`src/lvic_defines.svh`:
```
// register offsets, field positions and reset values of the supply monitor
`ifndef LVIC_DEFINES_SVH
`define LVIC_DEFINES_SVH
`define LVIC_STATUS_OFS      12'h000
`define LVIC_CONFIG_OFS      12'h004
`define LVIC_FLAG_BIT        7
`define LVIC_CFG_PWRD_BIT    0
`define LVIC_CFG_RSTD_BIT    1
`define LVIC_CFG_STOP_BIT    2
`define LVIC_CFG_TRIP_BIT    3
`define LVIC_CFG_WIDTH       4
`define LVIC_CFG_RESET       4'h0
`define LVIC_TRIP_RESET      1'b0
`endif

```
`src/lvic_pkg.sv`:
```
// types shared by the supply monitor files
`default_nettype none
package lvic_pkg;
  typedef enum logic [2:0] {
    LVIC_IDLE = 3'b001,
    LVIC_HOLD = 3'b010,
    LVIC_OFF  = 3'b100
  } lvic_state_t;
endpackage
`default_nettype wire

```
`src/lvic_top.sv`:
```
// supply monitor control: status flag, undervoltage reset and apb registers
// Contract
// monitor is enabled straight out of reset without software setup
// monitoring runs only while power disable bit is zero
// with reset disable zero, falling below falling level asserts system reset
// in stop mode monitor runs only if stop enable set; low supply resets
// trip select one picks 5 V levels, zero picks 3 V levels
// power-on reset returns trip select to 3 V
// selecting 5 V while below its rising level resets at once and holds
// reset held until rising indication shows supply above rising level
// undervoltage reset also drives external active-low reset pin low
// flag is 1 below falling level, 0 above rising, else holds
// any reset clears flag; flag is read only
// polled use: power disable 0, reset disable 1, flag only
// no interrupt request; outputs are flag and reset request
// monitor stays active in wait mode and its reset ends wait
// control bits come from system config register, not status register
// comparator indications pass a two-stage synchroniser first
`timescale 1ns/1ps
`default_nettype none
`include "lvic_defines.svh"
module lvic_top
  import lvic_pkg::*;
(
  // clock and resets
  input  wire logic        clk,
  input  wire logic        arst_n,
  input  wire logic        por_n,
  // apb slave
  input  wire logic        psel,
  input  wire logic        penable,
  input  wire logic        pwrite,
  input  wire logic [11:0] paddr,
  input  wire logic [31:0] pwdata,
  output logic      [31:0] prdata,
  output logic             pready,
  output logic             pslverr,
  // comparator, per level set (bit0 = 3 V set, bit1 = 5 V set)
  input  wire logic [1:0]  below_falling,
  input  wire logic [1:0]  above_rising,
  // system mode
  input  wire logic        stop_mode,
  input  wire logic        wait_mode,
  // reset outputs and trip level select
  output logic             uv_reset_req,
  output logic             rst_pin_o,
  output logic             rst_pin_oe,
  output logic             trip_level_select
);
  // ---- synchronised comparator levels
  logic [3:0] cmp_s;
  // cleared by power-on reset only, so the hold sees the rise while system reset is low
  lvic_sync #(.W(4)) u_sync (
    .clk      (clk),
    .arst_n   (por_n),
    .async_in ({above_rising, below_falling}),
    .sync_out (cmp_s)
  );

  // select the level set by trip select
  function automatic logic pick(input logic [1:0] v, input logic sel);
    pick = sel ? v[1] : v[0];
  endfunction

  // address decode shared by the write, read and error paths
  function automatic logic is_status(input logic [11:0] a);
    is_status = (a == `LVIC_STATUS_OFS);
  endfunction
  function automatic logic is_config(input logic [11:0] a);
    is_config = (a == `LVIC_CONFIG_OFS);
  endfunction

  logic below_f;
  logic above_r;

  // ---- config register: pwrd, rstd, stop; trip select reset by por only
  logic [2:0] cfg_q;
  logic [2:0] cfg_d;
  logic       trip_q;
  logic       trip_d;
  logic       flag_q;
  logic       flag_d;
  logic       wr_en;
  logic       rd_en;
  logic       monitor_on;

  assign wr_en = psel & penable & pwrite;
  assign rd_en = psel & penable & ~pwrite;

  always_comb begin
    cfg_d  = cfg_q;
    trip_d = trip_q;
    if (wr_en && is_config(paddr)) begin
      cfg_d[0] = pwdata[`LVIC_CFG_PWRD_BIT];
      cfg_d[1] = pwdata[`LVIC_CFG_RSTD_BIT];
      cfg_d[2] = pwdata[`LVIC_CFG_STOP_BIT];
      trip_d   = pwdata[`LVIC_CFG_TRIP_BIT];
    end
  end

  always_ff @(posedge clk or negedge arst_n) begin
    if (!arst_n) begin
      cfg_q <= 3'(`LVIC_CFG_RESET);
    end else begin
      cfg_q <= cfg_d;
    end
  end

  // trip select survives system reset; only power-on reset restores 3 V
  always_ff @(posedge clk or negedge por_n) begin
    if (!por_n) begin
      trip_q <= `LVIC_TRIP_RESET;
    end else begin
      trip_q <= trip_d;
    end
  end

  assign trip_level_select = trip_q;
  assign below_f = pick(cmp_s[1:0], trip_q);
  assign above_r = pick(cmp_s[3:2], trip_q);

  // monitor active unless power disabled, or in stop without enable
  assign monitor_on = ~cfg_q[0] & (~stop_mode | cfg_q[2]);

  // ---- status flag with hysteresis
  always_comb begin
    flag_d = flag_q;
    if (monitor_on) begin
      if (below_f) begin
        flag_d = 1'b1;
      end else if (above_r) begin
        flag_d = 1'b0;
      end
    end
  end

  always_ff @(posedge clk or negedge arst_n) begin
    if (!arst_n) begin
      flag_q <= 1'b0;
    end else begin
      flag_q <= flag_d;
    end
  end

  // ---- undervoltage reset sequencer
  lvic_state_t st_q;
  lvic_state_t st_d;
  logic        trip5_rise;
  logic        trip_prev_q;

  always_ff @(posedge clk or negedge por_n) begin
    if (!por_n) begin
      trip_prev_q <= 1'b0;
    end else begin
      trip_prev_q <= trip_q;
    end
  end
  assign trip5_rise = trip_q & ~trip_prev_q;

  always_comb begin
    st_d = st_q;
    case (st_q)
      LVIC_IDLE: begin
        if (!monitor_on) begin
          st_d = LVIC_OFF;
        end else if (!cfg_q[1] && (below_f || (trip5_rise && !above_r))) begin
          st_d = LVIC_HOLD;
        end
      end
      LVIC_HOLD: begin
        if (above_r) begin
          st_d = LVIC_IDLE;
        end
      end
      LVIC_OFF: begin
        if (monitor_on) begin
          st_d = LVIC_IDLE;
        end
      end
      default: st_d = LVIC_IDLE;
    endcase
  end

  // hold state must survive the reset it raises, so it clears on por only
  always_ff @(posedge clk or negedge por_n) begin
    if (!por_n) begin
      st_q <= LVIC_IDLE;
    end else begin
      st_q <= st_d;
    end
  end

  // reset request is the only event output; it also ends wait/stop
  assign uv_reset_req = (st_q == LVIC_HOLD);
  assign rst_pin_o    = 1'b0;
  assign rst_pin_oe   = uv_reset_req;

  // ---- apb read and answer
  logic [31:0] rdata_d;
  logic [31:0] rdata_q;
  always_comb begin
    rdata_d = rdata_q;
    if (rd_en) begin
      if (is_status(paddr)) begin
        rdata_d = {24'h0, flag_q, 7'h0};
      end else if (is_config(paddr)) begin
        rdata_d = {28'h0, trip_q, cfg_q[2], cfg_q[1], cfg_q[0]};
      end else begin
        rdata_d = 32'h0;
      end
    end
  end

  always_ff @(posedge clk or negedge arst_n) begin
    if (!arst_n) begin
      rdata_q <= 32'h0;
    end else begin
      rdata_q <= rdata_d;
    end
  end

  // data comes combinationally in the access cycle from flops
  assign prdata  = rd_en ? rdata_d : rdata_q;
  assign pready  = 1'b1;
  assign pslverr = psel & penable & ~is_status(paddr) & ~is_config(paddr);

  // ---- assertions
  a_flag_sets_low: assert property (@(posedge clk) disable iff (!arst_n)
    (monitor_on && below_f) |=> flag_q)
    else $error("flag not set below falling level");

  a_flag_clears_high: assert property (@(posedge clk) disable iff (!arst_n)
    (monitor_on && !below_f && above_r) |=> !flag_q)
    else $error("flag not cleared above rising level");

  a_flag_holds_mid: assert property (@(posedge clk) disable iff (!arst_n)
    (!below_f && !above_r) |=> $stable(flag_q))
    else $error("flag changed between levels");

  a_flag_off_hold: assert property (@(posedge clk) disable iff (!arst_n)
    (!monitor_on) |=> $stable(flag_q))
    else $error("flag changed while monitoring is off");

  a_polled_flag: assert property (@(posedge clk) disable iff (!arst_n)
    (cfg_q[1] && monitor_on && below_f) |=> flag_q)
    else $error("flag not set in polled use");

  a_reset_on_low: assert property (@(posedge clk) disable iff (!por_n)
    (st_q == LVIC_IDLE && monitor_on && !cfg_q[1] && below_f) |=> uv_reset_req)
    else $error("no reset on low supply");

  a_trip5_entry: assert property (@(posedge clk) disable iff (!por_n)
    (st_q == LVIC_IDLE && monitor_on && !cfg_q[1] && trip5_rise && !above_r)
    |=> uv_reset_req)
    else $error("no reset after selecting 5 V below its rising level");

  a_no_reset_polled: assert property (@(posedge clk) disable iff (!por_n)
    (st_q == LVIC_IDLE && cfg_q[1]) |=> !uv_reset_req)
    else $error("reset raised while resets disabled");

  a_hold_until_rise: assert property (@(posedge clk) disable iff (!por_n)
    (uv_reset_req && !above_r) |=> uv_reset_req)
    else $error("reset released before rising level");

  a_release_high: assert property (@(posedge clk) disable iff (!por_n)
    (uv_reset_req && above_r) |=> !uv_reset_req)
    else $error("reset kept above rising level");

  a_pin_follows: assert property (@(posedge clk) disable iff (!por_n)
    rst_pin_oe == uv_reset_req && !rst_pin_o)
    else $error("reset pin not driven low");

  a_off_no_reset: assert property (@(posedge clk) disable iff (!por_n)
    (st_q == LVIC_IDLE && cfg_q[0]) |=> !uv_reset_req)
    else $error("reset raised while powered down");

  a_stop_gate: assert property (@(posedge clk) disable iff (!arst_n)
    (stop_mode && !cfg_q[2]) |-> !monitor_on)
    else $error("monitor active in stop without stop enable");

  a_wait_active: assert property (@(posedge clk) disable iff (!arst_n)
    (wait_mode && !stop_mode && !cfg_q[0]) |-> monitor_on)
    else $error("monitor inactive in wait mode");

  a_trip_write_only: assert property (@(posedge clk) disable iff (!por_n)
    !(wr_en && is_config(paddr)) |=> $stable(trip_q))
    else $error("trip select changed without a config write");

  a_cfg_not_status: assert property (@(posedge clk) disable iff (!arst_n)
    (wr_en && is_status(paddr)) |=> $stable(cfg_q))
    else $error("control bits changed by a status write");

  a_status_ro: assert property (@(posedge clk) disable iff (!arst_n)
    (wr_en && is_status(paddr) && !below_f && !above_r) |=> $stable(flag_q))
    else $error("status flag written by software");

  c_reset_entry: cover property (@(posedge clk) disable iff (!por_n)
    $rose(uv_reset_req));

  c_reset_exit: cover property (@(posedge clk) disable iff (!por_n)
    $fell(uv_reset_req));

  c_trip5_entry: cover property (@(posedge clk) disable iff (!por_n)
    trip5_rise && !above_r && !cfg_q[1]);

  c_stop_reset: cover property (@(posedge clk) disable iff (!por_n)
    stop_mode && $rose(uv_reset_req));

  c_mid_hold: cover property (@(posedge clk) disable iff (!arst_n)
    flag_q && !below_f && !above_r);
endmodule // lvic_top
`default_nettype wire

```
`src/lvic_sync.sv`:
```
// two-stage synchroniser for comparator levels
`timescale 1ns/1ps
`default_nettype none
module lvic_sync #(
  parameter int W = 2
) (
  // clock and reset
  input  wire logic         clk,
  input  wire logic         arst_n,
  // levels
  input  wire logic [W-1:0] async_in,
  output logic      [W-1:0] sync_out
);
  logic [W-1:0] s1_q;
  logic [W-1:0] s2_q;
  always_ff @(posedge clk or negedge arst_n) begin
    if (!arst_n) begin
      s1_q <= '0;
      s2_q <= '0;
    end else begin
      s1_q <= async_in;
      s2_q <= s1_q;
    end
  end
  assign sync_out = s2_q;
endmodule // lvic_sync
`default_nettype wire

```
`config.mk`:
```
export PLATFORM = sky130hd
export DESIGN_NAME = lvic_top
export DESIGN_NICKNAME = d
export VERILOG_FILES = /design/src/lvic_pkg.sv /design/src/lvic_top.sv /design/src/lvic_sync.sv
export VERILOG_INCLUDE_DIRS = /design/src /design/src/src
export SDC_FILE = /design/constraint.sdc
export NUM_CORES = 1
export LEC_CHECK = 0
export BUFFER_PORTS_ARGS = -buffer_cell sky130_fd_sc_hd__clkbuf_2
export CAP_MARGIN = 5
export CELL_PAD_IN_SITES_DETAIL_PLACEMENT = 0
export CELL_PAD_IN_SITES_GLOBAL_PLACEMENT = 1
export CORE_MARGIN = 1
export CORE_UTILIZATION = 34
export CTS_CLUSTER_DIAMETER = 30
export DETAILED_ROUTE_END_ITERATION = 7
export PLACE_DENSITY = 0.84
export SYNTH_ARGS = -nofsm -noshare
export SYNTH_HDL_FRONTEND = slang
export SYNTH_HIERARCHICAL = 1
export SYNTH_SLANG_ARGS = --single-unit
```
`constraint.sdc`:
```
create_clock -name clk -period 3.51 [get_ports clk]
set_clock_uncertainty 0.1 [all_clocks]
set_input_delay 0.702 -clock clk [delete_from_list [all_inputs] [get_ports clk]]
set_output_delay 0.702 -clock clk [all_outputs]
set_load 0.02 [all_outputs]
```
======== Word-level counts from Yosys, hierarchy flattened ========
Index checks and enable logic that the tools add are counted.
word-level totals
  flip-flop bits (word level) ............. 49
  bits in latches ......................... 0
  memory bits (writable) .................. 0
  ROM bits ................................ 0
  output and inout port bits .............. 38
  logic and storage cells ................. 52
  memories ................................ 0
operators by class
  add/sub/neg operators ................... 0
  multipliers ............................. 0
  div/mod/pow operators ................... 0
  order comparisons ....................... 0
  equality and inequality tests ........... 7
  shift-type cells ........................ 0
  multiplexer cells ....................... 13
  bitwise operators ....................... 14
  reductions and logical operators ........ 10
operators by type and width
  kind                   number
  $mux W32               3
  $eq A12 B3 Y1 const B  1
  $logic_not A12 Y1      1
  $mux W3                4
  $pmux W3 S3            1
  $and A1 B1 Y1          7
  $not A1 Y1             6
  $mux W1                4
  $mux W4                1
  $eq A3 B1 Y1 const B   1
  $eq A3 B2 Y1 const B   1
  $eq A3 B3 Y1 const B   1
  $logic_and A1 B1 Y1    3
  $ne A3 B3 Y1 const B   1
  $reduce_and A3 Y1      1
  $logic_not A1 Y1       2
  $ne A2 B1 Y1 const B   1
  $ne A2 B2 Y1 const B   1
  $reduce_and A2 Y1      1
  $reduce_bool A2 Y1     1
  $logic_or A1 B1 Y1     1
  $or A1 B1 Y1           1

======== Longest topological paths before layout ========
  depth in word-level cells ............... 8
  gate-level depth with buffers ........... 6

======== Modules after synthesis ========
Netlist, hierarchy kept.
modules (own cells, without submodules)
  module     instances  cells each  area each (um^2)  seq. area each (um^2)
  lvic_top   1          122         1574.0            1027.2
  lvic_sync  1          8           200.2             200.2

======== Worst setup path before layout ========
OpenSTA, ideal clock, no wires.
  path type ............................... input port to output port
  from .................................... input port paddr[1]
  to ...................................... output port prdata[7]
  arrival ................................. 2135 ps
  data required time ...................... 2708 ps
  path slack .............................. 573 ps
  cell stages on the path ................. 2
  buffers on the path ..................... 0
  cells stage by stage .................... or4_4 > o41ai_1
on the way
  cells in the longest elaborated chain, start to end .. 4
RTL lines
  item                         line             RTL
  start, declared              lvic_top.sv:33   input wire logic [11:0] paddr,
  $logic_not A12 Y1 (no line)  -
  $mux W32                     lvic_top.sv:204  if (is_status(paddr)) begin
  $mux W32                     lvic_top.sv:203  if (rd_en) begin
  $mux W32                     lvic_top.sv:223  assign prdata = rd_en ? rdata_d : rdata_q;
  end, declared                lvic_top.sv:35   output logic [31:0] prdata,
No other way between the ends.

======== Worst setup path in the final report ========
  from .................................... input port psel
  to ...................................... output port prdata[1]
on the way
  cells in the longest elaborated chain, start to end .. 4
RTL lines
  item                          line             RTL
  start, declared               lvic_top.sv:30   input wire logic psel,
  $and A1 B1 Y1 * (2 in a row)  lvic_top.sv:88   assign rd_en = psel & penable & ~pwrite;
  $mux W32                      lvic_top.sv:203
  $mux W32 *                    lvic_top.sv:223
Every way passes the cells marked *; elsewhere a longest branch is shown, timed or not.

==> impl_metrics.json <==
{
  "status": "complete, no violations",
  "post_cts_buffers": 0,
  "overflow": 0,
  "die_y_um": 74.2,
  "start_util_pct": 36.4,
  "clock_sinks": 49,
  "netlist.area_leader.share_pct": 67.7,
  "synth_fp_nets": 186,
  "clockBufferDepth": 2,
  "syn_area_per_cell_um2": 13.6,
  "cpMostUsedCell": "clkbuf_2",
  "synth_top_flop_cell": "dfrtp_1",
  "avgRoutedWirePerCell_um": 11.6,
  "grt_first_pass_wirelength_um": 4930,
  "syn_area_um2": 1770,
  "cp_max_fo": 34,
  "dp.cells": 252,
  "synth_top_area_cell": "dfrtp_1",
  "ctsHoldBuffers": 0,
  "first_pass_iters": 4,
  "drc_errors": 0,
  "final_layout_size_suffix_gt1_share_pct": 42.0,
  "cp.arrival_ps": 2160,
  "numCtsBuffers": 5,
  "critPathBufInv": 3,
  "grt_start_max_net_pins": 37,
  "tightestPinTransition_ps": 870,
  "r2r-start": "u_sync/sync_out[3]$_DFF_PN0_",
  "powerDensity_nw_per_um2": 460,
  "final.setup.tns_ps": 0,
  "row_count": 25,
  "hold_viol": 0,
  "antenna_found_initial": 0,
  "min_period_ps": 2970,
  "drv_slew": 0,
  "syn_to_final_growth_pct": 25.3,
  "track_usage_pct": 12.1,
  "pin_count": 94,
  "place_ws_ps": 502,
  "crit_chain": "clkbuf_2 -> nand2_1 -> or2_2 -> nor4_1 -> buf_4 -> a22o_1 -> clkbuf_2",
  "slew_headroom_pct": 42.0,
  "dp_hpwl_um": 2190,
  "end_kind": "output pin",
  "final_cell_count_no_fill": 260,
  "core_um2": 4880,
  "max_cap_viol_count": 0,
  "holdCritPathClass": "input pin to async pin",
  "yosys_register_bits": 49,
  "slowest_stage": "or2_2",
  "ir_drop_mv": 0.262,
  "max_stage_delay_ps": 490,
  "grt_pass1_vias": 1055,
  "cp_data_required_time_ps": 2710,
  "min_period_over_period_pct": 84.5,
  "die_w_um": 74.2,
  "fin_ws_ps": 543,
  "place_congestion": 0.800,
  "rsz0062_at_grt": "no",
  "cts_tree": "done",
  "syn-instance-count": 130,
  "num_vias": 1117,
  "dr.first_iter.drc_count": 22,
  "drt-total-wl_um": 3010,
  "path_delay_family": "simple AND/OR/NAND/NOR gates",
  "clk_latency_ps": 290,
  "clk_pin_slew_ps": 80,
  "antenna_left": 0,
  "htree_levels": 2,
  "dieArea_um2": 5510,
  "cts_root_buf": "clkbuf_8",
  "nets": 248,
  "cts_resized": 0,
  "setup_viol": 0,
  "max_freq_ghz": 0.337,
  "synth-edff-count": 0,
  "critPathKind": "input pin to output pin",
  "async_flop_share_pct": 100,
  "numPortBuffers": 62,
  "cp-start-kind": "input pin",
  "ys_warn_count": 6,
  "ys_seq_area_share_pct": 69.2,
  "avgViaCountPerCell": 4.30,
  "setup.worst_path.start": "psel",
  "synth_area_leaders": "dfrtp_1, and2_1, mux2_4",
  "antenna_cells": 0,
  "ys_types": 28,
  "p_leak_nw": 1.20
}
==> layout by cell type, fill, tap and decap left out, types with 3 or more instances in the layout <==
master    count
nor2_1        4
mux2_4        4
dfrtp_1      48
inv_1         3
clkbuf_8      6
a22o_1        5
and2_1       27
nand2_1       6
clkbuf_2     62
==> state kept, by name, indices dropped and copies added, names as in the netlist <==
name	count
trip_prev_q	1
flag_q	1
rdata_q	32
st_q	3
trip_level_select	1
cfg_q	3
u_sync/sync_out	4
u_sync/s1_q	4
==> cell families (layout without fill, tap and decap cells) <==
logic type	Yosys count	in the layout	synth area share (%)
AO/OA/AOI/OAI	12	12	5.36
XOR/XNOR	1	1	0.494
buffers and inverters	11	74	3.38
flip-flops	49	49	69.2
multiplexers	6	6	4.58
other	2	2	0.423
AND/OR/NAND/NOR	49	49	16.6
==> worst paths after layout <==
check | endpoint | slack, ps | cells after the start
worst max-delay path | prdata[1] | 540 | 7
worst min-delay path | st_q[2]$_DFFE_PN0P_ | 190 | 1
worst max register to register | st_q[1]$_DFFE_PN0P_ | 2110 | 4
worst min register to register | u_sync/sync_out[3]$_DFF_PN0_ | 250 | 0
max in group asynchronous | rdata_q[16]$_DFF_PN0_ | 2360 | 1
min in group clk | u_sync/sync_out[3]$_DFF_PN0_ | 250 | 0
==> cell usage after synthesis (3+ instances only) <==
master,number
nand2_1,6
inv_1,3
and2_1,27
clkbuf_1,4
a22o_1,5
dfrtp_1,48
buf_4,3
mux2_4,4
nor2_1,4
==> routing by layer <==
metal	track usage, %	wire (um)	share of wire [%]
met1	15.8	1410	47
met4	4.40	0	0
met5	0	0	0
met2	18.4	1390	46
met3	4.61	206	6.8
==> through the flow <==
| stage | power, mW | util [%] | cell area, um2 | hold slack (ps) |
|---|---|---|---|---|
| floorplan | 0.668 | - | 1770 | 231 |
| global placement | 0.699 | 43.6 | 2130 | 233 |
| detailed placement | 0.704 | 43.6 | 2130 | 235 |
| CTS | 1.04 | 45.6 | 2220 | 183 |
| global route | 1.08 | 45.6 | 2220 | 186 |
| finish | 1.02 | 45.6 | 2220 | 186 |
==> cell type report <==
type,count,area [um2]
Fill cell,464,2660
Clock buffer,6,82.6
Multi-Input combinational cell,70,487
Tap cell,67,83.8
Timing Repair Buffer,63,318
Sequential cell,49,1230
Clock inverter,2,13.8
Inverter,3,11.3
==> power breakdown <==
part	leakage (nW)	internal [mW]	switching (mW)
Combinational	0.487	0.0371	0.0438
Sequential	0.659	0.588	0.0249
Clock	0.0512	0.160	0.170
Total	1.20	0.785	0.238
Power figures use the tool's default switching activity.
